### config.mk
export PLATFORM = sky130hd
export DESIGN_NAME = pcs_startup
export DESIGN_NICKNAME = d
export VERILOG_FILES = /design/src/design/pcs_startup.v /design/src/design/pcs_edge_detect.v
export VERILOG_INCLUDE_DIRS = /design/src /design/src/pkg
export SDC_FILE = /design/constraint.sdc
export NUM_CORES = 1
export LEC_CHECK = 0
export ABC_AREA = 1
export BUFFER_PORTS_ARGS = -buffer_cell sky130_fd_sc_hd__buf_4
export CAP_MARGIN = 0
export CORE_MARGIN = 2
export CORE_UTILIZATION = 45
export CTS_CLUSTER_DIAMETER = 200
export DETAILED_ROUTE_END_ITERATION = 6
export PLACE_DENSITY = 0.81
export SLEW_MARGIN = 40
export SYNTH_ARGS = -nofsm -noshare
export SYNTH_HDL_FRONTEND = slang
export SYNTH_SLANG_ARGS = --single-unit
### constraint.sdc
create_clock -name CLK_IN -period 3 [get_ports CLK_IN]
set_input_delay 0.15 -clock CLK_IN [delete_from_list [all_inputs] [get_ports CLK_IN]]
set_output_delay 0.15 -clock CLK_IN [all_outputs]
set_load 0.005 [all_outputs]
### src/pkg/pcs_startup_regs.vh
// Constants of the post-configuration startup sequencer: register offsets,
// field positions, reset values and encodings.
// Assumes inclusion by bare name from the design files under design/.
// Contract
// - Global write enable rises at a selectable phase 1 to 6, default 6.
// - Block memory reads and writes stay blocked until write enable rises.
// - Follow-completion setting raises write enable once completion level is high.
// - Hold setting leaves write enable at its present value.
// - I/O three-state released at a selectable phase 1 to 6, default 5.
// - Three-state release follows completion level, or holds its value.
// - Optional stall at phase 0 to 6 until clock manager locks; default none.
// - Optional stall at phase 0 to 6 until impedance locks; default none.
// - Completion signal activates at phase 1 to 6, default 4.
// - Pipelined completion waits for pin, then a startup clock edge.
// - Active drive option drives the completion pin high instead of open drain.
// - Persistence keeps configuration pins in their role after startup.
// - Mode pins pick persisted pins: serial set or parallel set.
// - Security level 1 blocks readback; level 2 also blocks reconfiguration.
// - A 32-bit user design code, loaded from configuration data, resets to all ones.
// - Startup clock: configuration clock, user clock or test-port clock.
`ifndef PCS_STARTUP_REGS_VH
`define PCS_STARTUP_REGS_VH

// APB byte offsets.
`define PCS_OFF_CONFIG 8'h00
`define PCS_OFF_CONTROL 8'h04
`define PCS_OFF_STATUS 8'h08
`define PCS_OFF_USER_CODE 8'h0C

// Configuration register fields.
`define PCS_CFG_WE_LSB 0
`define PCS_CFG_TS_LSB 3
`define PCS_CFG_DONE_LSB 6
`define PCS_CFG_LOCK_LSB 9
`define PCS_CFG_MATCH_LSB 12
`define PCS_CFG_PIPE_BIT 15
`define PCS_CFG_DRIVE_BIT 16
`define PCS_CFG_PERSIST_BIT 17
`define PCS_CFG_SEC_LSB 18
`define PCS_CFG_CLK_LSB 20
`define PCS_CFG_WIDTH 22

// Phase-field encodings.
`define PCS_PH_FOLLOW 3'h0
`define PCS_PH_HOLD 3'h7
`define PCS_NO_WAIT 3'h7
`define PCS_LAST_PHASE 3'h7

// Reset values.
`define PCS_CFG_RESET 22'h007F2E
`define PCS_USER_CODE_RESET 32'hFFFFFFFF

// Startup clock selections.
`define PCS_CLK_CONFIG 2'h0
`define PCS_CLK_USER 2'h1
`define PCS_CLK_TEST 2'h2

// Security levels.
`define PCS_SEC_LEVEL1 2'h1

// Mode pin code that selects the parallel configuration mode.
`define PCS_MODE_PARALLEL 3'h6

`endif

### src/design/pcs_startup.v
// Post-configuration startup sequencer with an APB register slave.
// Assumes all pins are synchronous to CLK_IN and that the startup clock
// sources toggle well below half the CLK_IN rate.
//
// The placing of the registers and register access over APB are this design's own decisions.
`timescale 1ns/1ps
`default_nettype none
`include "pcs_startup_regs.vh"

module pcs_startup (
  input wire CLK_IN,
  input wire RST_N_IN,
  input wire PSEL_IN,
  input wire PENABLE_IN,
  input wire PWRITE_IN,
  input wire [7:0] PADDR_IN,
  input wire [31:0] PWDATA_IN,
  output reg [31:0] PRDATA_OUT,
  output reg PREADY_OUT,
  output reg PSLVERR_OUT,
  input wire CONFIGURATION_CLOCK_IN,
  input wire USER_CLOCK_IN,
  input wire TEST_CLOCK_IN,
  input wire CODE_LOAD_IN,
  input wire [31:0] CODE_DATA_IN,
  input wire CLOCK_MANAGER_LOCK_IN,
  input wire IMPEDANCE_CONTROLLER_LOCK_IN,
  input wire [2:0] MODE_PIN_IN,
  input wire COMPLETION_PIN_IN,
  output reg COMPLETION_PIN_OUT,
  output reg COMPLETION_PIN_OE_N_OUT,
  output reg GLOBAL_WRITE_ENABLE_OUT,
  output reg BLOCK_MEMORY_ACCESS_OUT,
  output reg GLOBAL_IO_THREE_STATE_OUT,
  output reg IO_THREE_STATE_RELEASE_OUT,
  output reg PERSIST_SERIAL_PINS_OUT,
  output reg PERSIST_PARALLEL_PINS_OUT,
  output reg READBACK_BLOCK_OUT,
  output reg RECONFIG_BLOCK_OUT
);

  // Sequencer states, one-hot.
  localparam [2:0] ST_IDLE = 3'b001;
  localparam [2:0] ST_RUN = 3'b010;
  localparam [2:0] ST_FINISHED = 3'b100;

  reg [2:0] state_reg;
  reg [2:0] state_next;
  reg [2:0] phase_reg;
  reg [2:0] phase_next;
  reg [`PCS_CFG_WIDTH-1:0] config_reg;
  reg [31:0] user_design_code_reg;
  reg start_reg;
  reg global_write_enable_reg;
  reg global_write_enable_next;
  reg three_state_reg;
  reg three_state_next;
  reg done_active_reg;
  reg done_active_next;
  reg pipe_level_reg;
  reg completion_input_level;
  reg step_en;
  reg stall;
  reg [31:0] read_data;
  reg read_hit;

  wire cfg_rise;
  wire user_rise;
  wire test_rise;
  wire apb_access;
  wire apb_commit;
  wire running;

  // Configuration fields.
  wire [2:0] write_enable_phase = config_reg[`PCS_CFG_WE_LSB +: 3];
  wire [2:0] three_state_release_phase = config_reg[`PCS_CFG_TS_LSB +: 3];
  wire [2:0] completion_phase = config_reg[`PCS_CFG_DONE_LSB +: 3];
  wire [2:0] lock_wait_phase = config_reg[`PCS_CFG_LOCK_LSB +: 3];
  wire [2:0] match_wait_phase = config_reg[`PCS_CFG_MATCH_LSB +: 3];
  wire completion_pipeline_option = config_reg[`PCS_CFG_PIPE_BIT];
  wire completion_active_drive = config_reg[`PCS_CFG_DRIVE_BIT];
  wire persist_option = config_reg[`PCS_CFG_PERSIST_BIT];
  wire [1:0] security_level = config_reg[`PCS_CFG_SEC_LSB +: 2];
  wire [1:0] sequence_clock_select = config_reg[`PCS_CFG_CLK_LSB +: 2];

  // Edge detectors for the three possible startup clock sources.
  pcs_edge_detect u_cfg_edge (
    .clk_in(CLK_IN),
    .rst_n_in(RST_N_IN),
    .level_in(CONFIGURATION_CLOCK_IN),
    .rise_out(cfg_rise)
  );

  pcs_edge_detect u_user_edge (
    .clk_in(CLK_IN),
    .rst_n_in(RST_N_IN),
    .level_in(USER_CLOCK_IN),
    .rise_out(user_rise)
  );

  pcs_edge_detect u_test_edge (
    .clk_in(CLK_IN),
    .rst_n_in(RST_N_IN),
    .level_in(TEST_CLOCK_IN),
    .rise_out(test_rise)
  );

  // Picks the startup clock edge; an unused code falls back to the configuration clock.
  always @* begin
    case (sequence_clock_select)
      `PCS_CLK_USER: step_en = user_rise;
      `PCS_CLK_TEST: step_en = test_rise;
      default: step_en = cfg_rise;
    endcase
  end

  assign running = state_reg[1];

  // The completion level is the pin, or its copy taken on a startup clock edge.
  always @* begin
    if (completion_pipeline_option) begin
      completion_input_level = pipe_level_reg;
    end else begin
      completion_input_level = COMPLETION_PIN_IN;
    end
  end

  // Samples the completion pin once per startup clock edge for pipelining.
  always @(posedge CLK_IN) begin
    if (!RST_N_IN) begin
      pipe_level_reg <= 1'b0;
    end else if (step_en) begin
      pipe_level_reg <= COMPLETION_PIN_IN;
    end
  end

  // Stalls the current phase while an enabled wait is not yet satisfied.
  always @* begin
    stall = 1'b0;
    if (lock_wait_phase != `PCS_NO_WAIT && lock_wait_phase == phase_reg &&
        !CLOCK_MANAGER_LOCK_IN) begin
      stall = 1'b1;
    end
    if (match_wait_phase != `PCS_NO_WAIT && match_wait_phase == phase_reg &&
        !IMPEDANCE_CONTROLLER_LOCK_IN) begin
      stall = 1'b1;
    end
    if (completion_pipeline_option && done_active_reg && !completion_input_level &&
        phase_reg == completion_phase) begin
      stall = 1'b1;
    end
  end

  // Phase sequencing: idle until started, one phase per enabled edge, then done.
  always @* begin
    state_next = state_reg;
    phase_next = phase_reg;
    case (state_reg)
      ST_IDLE: begin
        if (start_reg) begin
          state_next = ST_RUN;
          phase_next = 3'h0;
        end
      end
      ST_RUN: begin
        if (step_en && !stall) begin
          if (phase_reg == `PCS_LAST_PHASE) begin
            state_next = ST_FINISHED;
          end else begin
            phase_next = phase_reg + 3'h1;
          end
        end
      end
      ST_FINISHED: begin
        state_next = ST_FINISHED;
      end
      default: begin
        state_next = ST_IDLE;
        phase_next = 3'h0;
      end
    endcase
  end

  // Global outputs only ever move toward their final value while running.
  always @* begin
    global_write_enable_next = global_write_enable_reg;
    three_state_next = three_state_reg;
    done_active_next = done_active_reg;
    if (running) begin
      case (write_enable_phase)
        `PCS_PH_HOLD: global_write_enable_next = global_write_enable_reg;
        `PCS_PH_FOLLOW: begin
          if (completion_input_level) begin
            global_write_enable_next = 1'b1;
          end
        end
        default: begin
          if (phase_reg >= write_enable_phase) begin
            global_write_enable_next = 1'b1;
          end
        end
      endcase
      case (three_state_release_phase)
        `PCS_PH_HOLD: three_state_next = three_state_reg;
        `PCS_PH_FOLLOW: begin
          if (completion_input_level) begin
            three_state_next = 1'b0;
          end
        end
        default: begin
          if (phase_reg >= three_state_release_phase) begin
            three_state_next = 1'b0;
          end
        end
      endcase
      if (phase_reg >= completion_phase) begin
        done_active_next = 1'b1;
      end
    end
  end

  // Sequencer state, phase and global control flip-flops.
  always @(posedge CLK_IN) begin
    if (!RST_N_IN) begin
      state_reg <= ST_IDLE;
      phase_reg <= 3'h0;
      global_write_enable_reg <= 1'b0;
      three_state_reg <= 1'b1;
      done_active_reg <= 1'b0;
    end else begin
      state_reg <= state_next;
      phase_reg <= phase_next;
      global_write_enable_reg <= global_write_enable_next;
      three_state_reg <= three_state_next;
      done_active_reg <= done_active_next;
    end
  end

  // Registered copies of the global controls drive the device-wide nets.
  always @(posedge CLK_IN) begin
    if (!RST_N_IN) begin
      GLOBAL_WRITE_ENABLE_OUT <= 1'b0;
      BLOCK_MEMORY_ACCESS_OUT <= 1'b0;
      GLOBAL_IO_THREE_STATE_OUT <= 1'b1;
      IO_THREE_STATE_RELEASE_OUT <= 1'b0;
    end else begin
      GLOBAL_WRITE_ENABLE_OUT <= global_write_enable_next;
      BLOCK_MEMORY_ACCESS_OUT <= global_write_enable_next;
      GLOBAL_IO_THREE_STATE_OUT <= three_state_next;
      IO_THREE_STATE_RELEASE_OUT <= ~three_state_next;
    end
  end

  // Completion pin: held low until activation, then released or driven high.
  always @(posedge CLK_IN) begin
    if (!RST_N_IN) begin
      COMPLETION_PIN_OUT <= 1'b0;
      COMPLETION_PIN_OE_N_OUT <= 1'b0;
    end else if (!done_active_next) begin
      COMPLETION_PIN_OUT <= 1'b0;
      COMPLETION_PIN_OE_N_OUT <= 1'b0;
    end else if (completion_active_drive) begin
      COMPLETION_PIN_OUT <= 1'b1;
      COMPLETION_PIN_OE_N_OUT <= 1'b0;
    end else begin
      COMPLETION_PIN_OUT <= 1'b0;
      COMPLETION_PIN_OE_N_OUT <= 1'b1;
    end
  end

  // Configuration pins keep their role during configuration and, with persistence, after.
  always @(posedge CLK_IN) begin
    if (!RST_N_IN) begin
      PERSIST_SERIAL_PINS_OUT <= 1'b0;
      PERSIST_PARALLEL_PINS_OUT <= 1'b0;
    end else begin
      PERSIST_SERIAL_PINS_OUT <= (!state_reg[2] || persist_option) &&
                                 (MODE_PIN_IN != `PCS_MODE_PARALLEL);
      PERSIST_PARALLEL_PINS_OUT <= (!state_reg[2] || persist_option) &&
                                   (MODE_PIN_IN == `PCS_MODE_PARALLEL);
    end
  end

  // Security blocks follow the configured level.
  always @(posedge CLK_IN) begin
    if (!RST_N_IN) begin
      READBACK_BLOCK_OUT <= 1'b0;
      RECONFIG_BLOCK_OUT <= 1'b0;
    end else begin
      READBACK_BLOCK_OUT <= (security_level != 2'h0);
      RECONFIG_BLOCK_OUT <= (security_level > `PCS_SEC_LEVEL1);
    end
  end

  // User design code is loaded from the configuration data stream.
  always @(posedge CLK_IN) begin
    if (!RST_N_IN) begin
      user_design_code_reg <= `PCS_USER_CODE_RESET;
    end else if (CODE_LOAD_IN) begin
      user_design_code_reg <= CODE_DATA_IN;
    end
  end

  // APB handshake: access phase is answered one cycle after it starts.
  assign apb_access = PSEL_IN & PENABLE_IN;
  assign apb_commit = apb_access & PREADY_OUT;

  // Read multiplexer and address decode.
  always @* begin
    read_data = 32'h00000000;
    read_hit = 1'b1;
    case (PADDR_IN)
      `PCS_OFF_CONFIG: read_data = {10'h000, config_reg};
      `PCS_OFF_CONTROL: read_data = 32'h00000000;
      `PCS_OFF_STATUS: read_data = {23'h000000, completion_input_level,
                                    done_active_reg, three_state_reg,
                                    global_write_enable_reg, state_reg[2],
                                    state_reg[1], phase_reg};
      `PCS_OFF_USER_CODE: read_data = user_design_code_reg;
      default: read_hit = 1'b0;
    endcase
  end

  // APB response flip-flops.
  always @(posedge CLK_IN) begin
    if (!RST_N_IN) begin
      PREADY_OUT <= 1'b0;
      PRDATA_OUT <= 32'h00000000;
      PSLVERR_OUT <= 1'b0;
    end else if (apb_access && !PREADY_OUT) begin
      PREADY_OUT <= 1'b1;
      PRDATA_OUT <= PWRITE_IN ? 32'h00000000 : read_data;
      PSLVERR_OUT <= ~read_hit | (PWRITE_IN && PADDR_IN == `PCS_OFF_STATUS) |
                     (PWRITE_IN && PADDR_IN == `PCS_OFF_USER_CODE);
    end else begin
      PREADY_OUT <= 1'b0;
      PRDATA_OUT <= 32'h00000000;
      PSLVERR_OUT <= 1'b0;
    end
  end

  // Register writes take effect on the completing access edge.
  always @(posedge CLK_IN) begin
    if (!RST_N_IN) begin
      config_reg <= `PCS_CFG_RESET;
      start_reg <= 1'b0;
    end else begin
      start_reg <= 1'b0;
      if (apb_commit && PWRITE_IN) begin
        if (PADDR_IN == `PCS_OFF_CONFIG) begin
          config_reg <= PWDATA_IN[`PCS_CFG_WIDTH-1:0];
        end
        if (PADDR_IN == `PCS_OFF_CONTROL) begin
          start_reg <= PWDATA_IN[0];
        end
      end
    end
  end

endmodule // pcs_startup

`default_nettype wire

### src/design/pcs_edge_detect.v
// Rising-edge detector for one slow clock-like input sampled by CLK_IN.
// Assumes the input is synchronous to CLK_IN, so one sample stage suffices.
`timescale 1ns/1ps
`default_nettype none

module pcs_edge_detect (
  input wire clk_in,
  input wire rst_n_in,
  input wire level_in,
  output wire rise_out
);

  reg last_reg;

  // Holds the previous sample of the input level.
  always @(posedge clk_in) begin
    if (!rst_n_in) begin
      last_reg <= 1'b0;
    end else begin
      last_reg <= level_in;
    end
  end

  // One-cycle pulse when the level goes from low to high.
  assign rise_out = level_in & ~last_reg;

endmodule // pcs_edge_detect

`default_nettype wire

# [After elaboration in Yosys (flattened, before gate mapping)]
# Index checks and enable logic that the tools add are counted.
[totals] regBits=109 latchBits=0 ramBits=0 romBits=0 in_bits=87 out_inout_bits=44 word_cells=128 memories=0
[classes] n_addsub=1 n_mul=0 div_mod_pow=0 n_lt_le_gt_ge=4 eq_ne=23 shifts=0 mux=27 n_bitwise=16 n_reduce_logical=35
[op_table] op="case mux 32 bit (3 select lines)" n=1
[op_table] op="2-to-1 mux 3 bit" n=6
[op_table] op="case mux 3 bit (3 select lines)" n=2
[op_table] op="== test 8 x 4 -> 1 bit (second input constant)" n=2
[op_table] op="== test 3 bit (second input constant)" n=5
[op_table] op="2-to-1 mux 1 bit" n=15
[op_table] op="logical AND 1 bit" n=14
[op_table] op="!= test 2 bit (second input constant)" n=5
[op_table] op="== test 3 bit" n=3
[op_table] op="greater-or-equal comparator 3 bit" n=3
[op_table] op="!= test 3 bit (second input constant)" n=3
[op_table] op="inverter 1 bit" n=9
[op_table] op="== test 8 x 3 -> 1 bit (second input constant)" n=1
[op_table] op="logical NOT 8 bit" n=1
[op_table] op="AND reduction 4 bit" n=2
[op_table] op="logical NOT 1 bit" n=6
[op_table] op="logical NOT 3 bit" n=2
[op_table] op="case mux 1 bit (2 select lines)" n=3
[op_table] op="AND reduction 2 bit" n=3
[op_table] op="AND reduction 3 bit" n=2
[op_table] op="bitwise AND 1 bit" n=5
[op_table] op="nonzero test 2 bit" n=2
[op_table] op="OR reduction 4 bit" n=1
[op_table] op="adder 3 x 1 -> 3 bit (second input constant)" n=1
[op_table] op="other kinds (8)" n=9

# [Logic depth before layout (Yosys ltp)]
[depth] depth_word=10 depth_mapped=11 depth_no_buf=11

# [Cells and area by module]
# Synthesis repeated with hierarchy kept, for this count alone.
[unflattened] cells_unflattened=571 area_unflattened_um2=4357.9
[by_module_without_submodules] mod="pcs_startup" n_inst=1 cells_per_inst=556 area_each_um2=4245.3 seq_area_each_um2=2122.0
[by_module_without_submodules] mod="pcs_edge_detect" n_inst=3 cells_per_inst=5 area_each_um2=37.5 seq_area_each_um2=20.0

# [Least setup slack after synthesis]
# Ideal clock, no wire load.
[synth_timing] path_kind="register to register" from="reg phase_reg[0]" to="reg phase_reg[0]" setup_time_ns=0.064 arrival_time_ns=1.525 required_ns=2.936 setup_slack_ns=1.411 stages_incl_launch_ff=12 path_buffers=0 period_less_slack_ns=1.589 cell_sequence="dfxtp_1 > inv_1 > ha_1 > nand3_1 > nor2_1 > nand2_1 > nand3_1 > o21bai_4 > nand3_2 > nand2_1 > inv_1 > nor2_1"
[synth_between] elab_chain_cells=10 elab_cells_between_ends=21 cone_classes="add/sub: 1; eq/ne: 6; mux: 6; reduce/logical: 8"
[synth_lines] item="from (decl)" line_no="pcs_startup.v:49" source="reg [2:0] phase_reg;"
[synth_lines] item="from (signal assigned)" line_no="pcs_startup.v:232" source="phase_reg <= phase_next;"
[synth_lines] item="== test 3 bit" line_no="pcs_startup.v:140" source="if (lock_wait_phase != `PCS_NO_WAIT && lock_wait_phase == phase_reg &&"
[synth_lines] item="logical AND 1 bit (2 in a row)" line_no="pcs_startup.v:140"
[synth_lines] item="2-to-1 mux 1 bit" line_no="pcs_startup.v:140"
[synth_lines] item="2-to-1 mux 1 bit" line_no="pcs_startup.v:144" source="if (match_wait_phase != `PCS_NO_WAIT && match_wait_phase == phase_reg &&"
[synth_lines] item="2-to-1 mux 1 bit" line_no="pcs_startup.v:148" source="if (completion_pipeline_option && done_active_reg && !completion_input_level &&"
[synth_lines] item="logical NOT 1 bit" line_no="pcs_startup.v:166" source="if (step_en && !stall) begin"
[synth_lines] item="logical AND 1 bit" line_no="pcs_startup.v:166"
[synth_lines] item="!= test 2 bit (no source line)"
[synth_lines] item="AND reduction 4 bit (no source line)"
# Several ways; a longest one is shown, not always the timed one. The select of a mux whose other input is x is not followed.
# A chain may end at the register's enable or synchronous reset.

# [Final worst setup path]
# Same ends and word-level chain as after synthesis.

==> impl_metrics.json <==
{
  "status": "finished clean",
  "crit_chain": "inv_1 > ha_1 > nand3_1 > nor2_1 > nand2_1 > nand3_1 > o21bai_4 > nand3_2 > nand2_1 > inv_1 > nor2_1",
  "grt_pass1_wl_mm": 19.17,
  "layout_common_cells": "143 x nand2_1, 123 x buf_4, 109 x dfxtp_1",
  "drc": 0,
  "cp-start-kind": "flop",
  "r2r_end": "phase_reg[0]",
  "tightest_slew_ns": 0.7930,
  "synth-seq-cells": 109,
  "fin_crit_sh": 0.6412,
  "power_frac_seq": 0.581,
  "dieWidth_um": 105.1,
  "num-nets-final": 815,
  "crit_fanout": 6,
  "stdcell_count": 854,
  "ys_types": 39,
  "ir_drop_uv": 380.4,
  "p_leak_nw": 2.911,
  "clkPwrFrac": 0.331,
  "postLayoutCellArea_um2": 6038,
  "clock-root-buffer": "clkbuf_8",
  "p_int_mw": 1.948,
  "critPathRequiredTime_ns": 3.31,
  "synth_area_leaders": "dfxtp_1 47%, nand2_1 12%, nand3_1 6.0%",
  "postCtsResizedCells": 0,
  "grt_max_degree": 52,
  "power_density_nw_per_um2": 426.3,
  "p_sw_frac": 0.2434,
  "dp_hpwl_mm": 8.069,
  "layout-drive-gt1-share": 0.2708,
  "clock-sinks": 109,
  "worst_hold_slack_ns": 0.01242,
  "grt_pass1_vias": 4188,
  "drt_iter0_markers": 305,
  "pin_count": 131,
  "rrSetupSlack_ns": 1.08,
  "hold_path.startpoint": "PWDATA_IN[11]",
  "finalWirelength_mm": 11.59,
  "fmax_mhz": 519.9,
  "synthCells": 576,
  "skew_ns": 0.01403,
  "synth.net_count": 676,
  "cp_num_buf_inv": 2,
  "finalSetupViolCount": 0,
  "vias": 4192,
  "fin_crit_ns": 1.924,
  "numCtsBuffers": 9,
  "rows": 36,
  "ant_nets": 0,
  "path_delay_family": "simple AND/OR/NAND/NOR gates",
  "dr.pass1.iters": 5,
  "cp-end-kind": "flop",
  "cts_setup_buffers": 0,
  "worstSkewPairLatency_ns": 0.37,
  "rsz0062_at_grt": "false",
  "start_util": 0.4661,
  "r2r-start": "phase_reg[0]",
  "cpPeakStageDelay_ns": 0.45,
  "reg2reg_depth": 11,
  "cts_max_path_buffers": 2,
  "path_clk_slew_ns": 0.11,
  "core_area_um2": 9864,
  "min_to": "config_reg[11]",
  "maxSlewHeadroom": 0.4695,
  "combPwrFrac": 0.088,
  "cap_viol_max_count": 0,
  "cp.arrival_ns": 2.23,
  "holdPathStages": 3,
  "antenna_found_initial": 0,
  "htree_levels": 3,
  "grt_usage": 0.2151,
  "avgSynthCellArea_um2": 7.983,
  "yosysSeqAreaShare": 0.4746,
  "place_congestion": 0.8646,
  "cts_tree": "yes",
  "synth_top_area_frac": 0.4746,
  "ys_warn_count": 0,
  "fillers": 867,
  "viasPerCell": 4.909,
  "hold_viol_final": 0,
  "wl_per_cell_um": 13.57,
  "yosys.area.top_type": "dfxtp_1",
  "grt.overflow.total": 0,
  "portBuffers": 120,
  "mostFrequentLayoutCell": "nand2_1",
  "netSwitchingPower_uw": 626.5,
  "hold_class": "in -> reg",
  "syn_to_final_growth_pct": 31.32,
  "final.setup.tns_ns": 0,
  "syn_area_um2": 4598,
  "slowest_stage": "dfxtp_1",
  "final_core_util": 0.6121,
  "holdBufCountCts": 33,
  "slew_viol_final": 0,
  "dp.cells": 804,
  "die_area_um2": 11040,
  "die_h_um": 105.1,
  "place_area_um2": 5514,
  "worstSetupPathType": "reg -> reg"
}
## through the flow
stage                     worst slack (ns)  power (mW)
after floorplan                      1.411       1.613
after global placement              0.9046       1.713
after detailed placement            0.8265       1.721
final                                1.076       2.574
after global routing                0.8738       2.677
after CTS                            1.062       2.596
## area by class of cell
type	instances	area (um2)	share of cell area
Sequential cell	109	2182	0.3614
Timing Repair Buffer	156	1254	0.2076
Clock buffer	10	137.6	0.02279
Tap cell	133	166.4	0.02756
Clock inverter	6	53.80	0.008910
Inverter	80	302.8	0.05014
Multi-Input combinational cell	359	1939	0.3212
Antenna cell	1	2.502	0.0004144
## power groups by stage
stage	clock network, mW	logic (mW)	registers, mW
after floorplan	0	0.0868	1.53
after global placement	0	0.186	1.53
after detailed placement	0	0.191	1.53
after CTS	0.874	0.225	1.50
after global routing	0.928	0.249	1.50
final	0.852	0.226	1.50
## Yosys cell counts, drive strengths merged
master,instances
o21ai,26
o21bai,1
nand3b,1
a41oi,1
ha,13
o221ai,7
nand4,6
o22ai,1
nor3,18
a21oi,44
inv,80
o21a,1
dfxtp,109
buf,14
and2,1
nor2,23
o211ai,3
clkbuf,14
nand3,60
nand2,145
or2,6
o2111ai,2
## worst max-delay path by stage
stage / start / depth (start not counted) / to / slack, ns
after floorplan: phase_reg[0] / 11 / phase_reg[0] / 1.41
after global placement: PADDR_IN[1] / 8 / config_reg[0] / 0.90
after detailed placement: PADDR_IN[1] / 8 / config_reg[21] / 0.83
after CTS: phase_reg[0] / 11 / phase_reg[0] / 1.06
after global routing: phase_reg[0] / 11 / phase_reg[0] / 0.87
final: phase_reg[0] / 11 / phase_reg[0] / 1.08
## worst reg2reg max path, stage by stage (launching register included)
cell and delay, ns:
dfxtp_1 0.45, inv_1 0.16, ha_1 0.33, nand3_1 0.12, nor2_1 0.05, nand2_1 0.06, nand3_1 0.11, o21bai_4 0.23
nand3_2 0.12, nand2_1 0.09, inv_1 0.04, nor2_1 0.10
## layer usage
metal	wire, um	GRT usage	share of wire
met1	5039	0.2573	0.43
met2	5785	0.3873	0.50
met3	574	0.03868	0.050
met4	189	0.07048	0.016
met5	0	0	0
## cell families after synthesis
kind of cell / Yosys count / synth area share
fa+ha+maj: 13 / 0.03538
flops: 109 / 0.4746
compound gates: 86 / 0.1293
buf+inv: 108 / 0.1037
simple gates: 260 / 0.2571
Power figures use the tool's default switching activity.
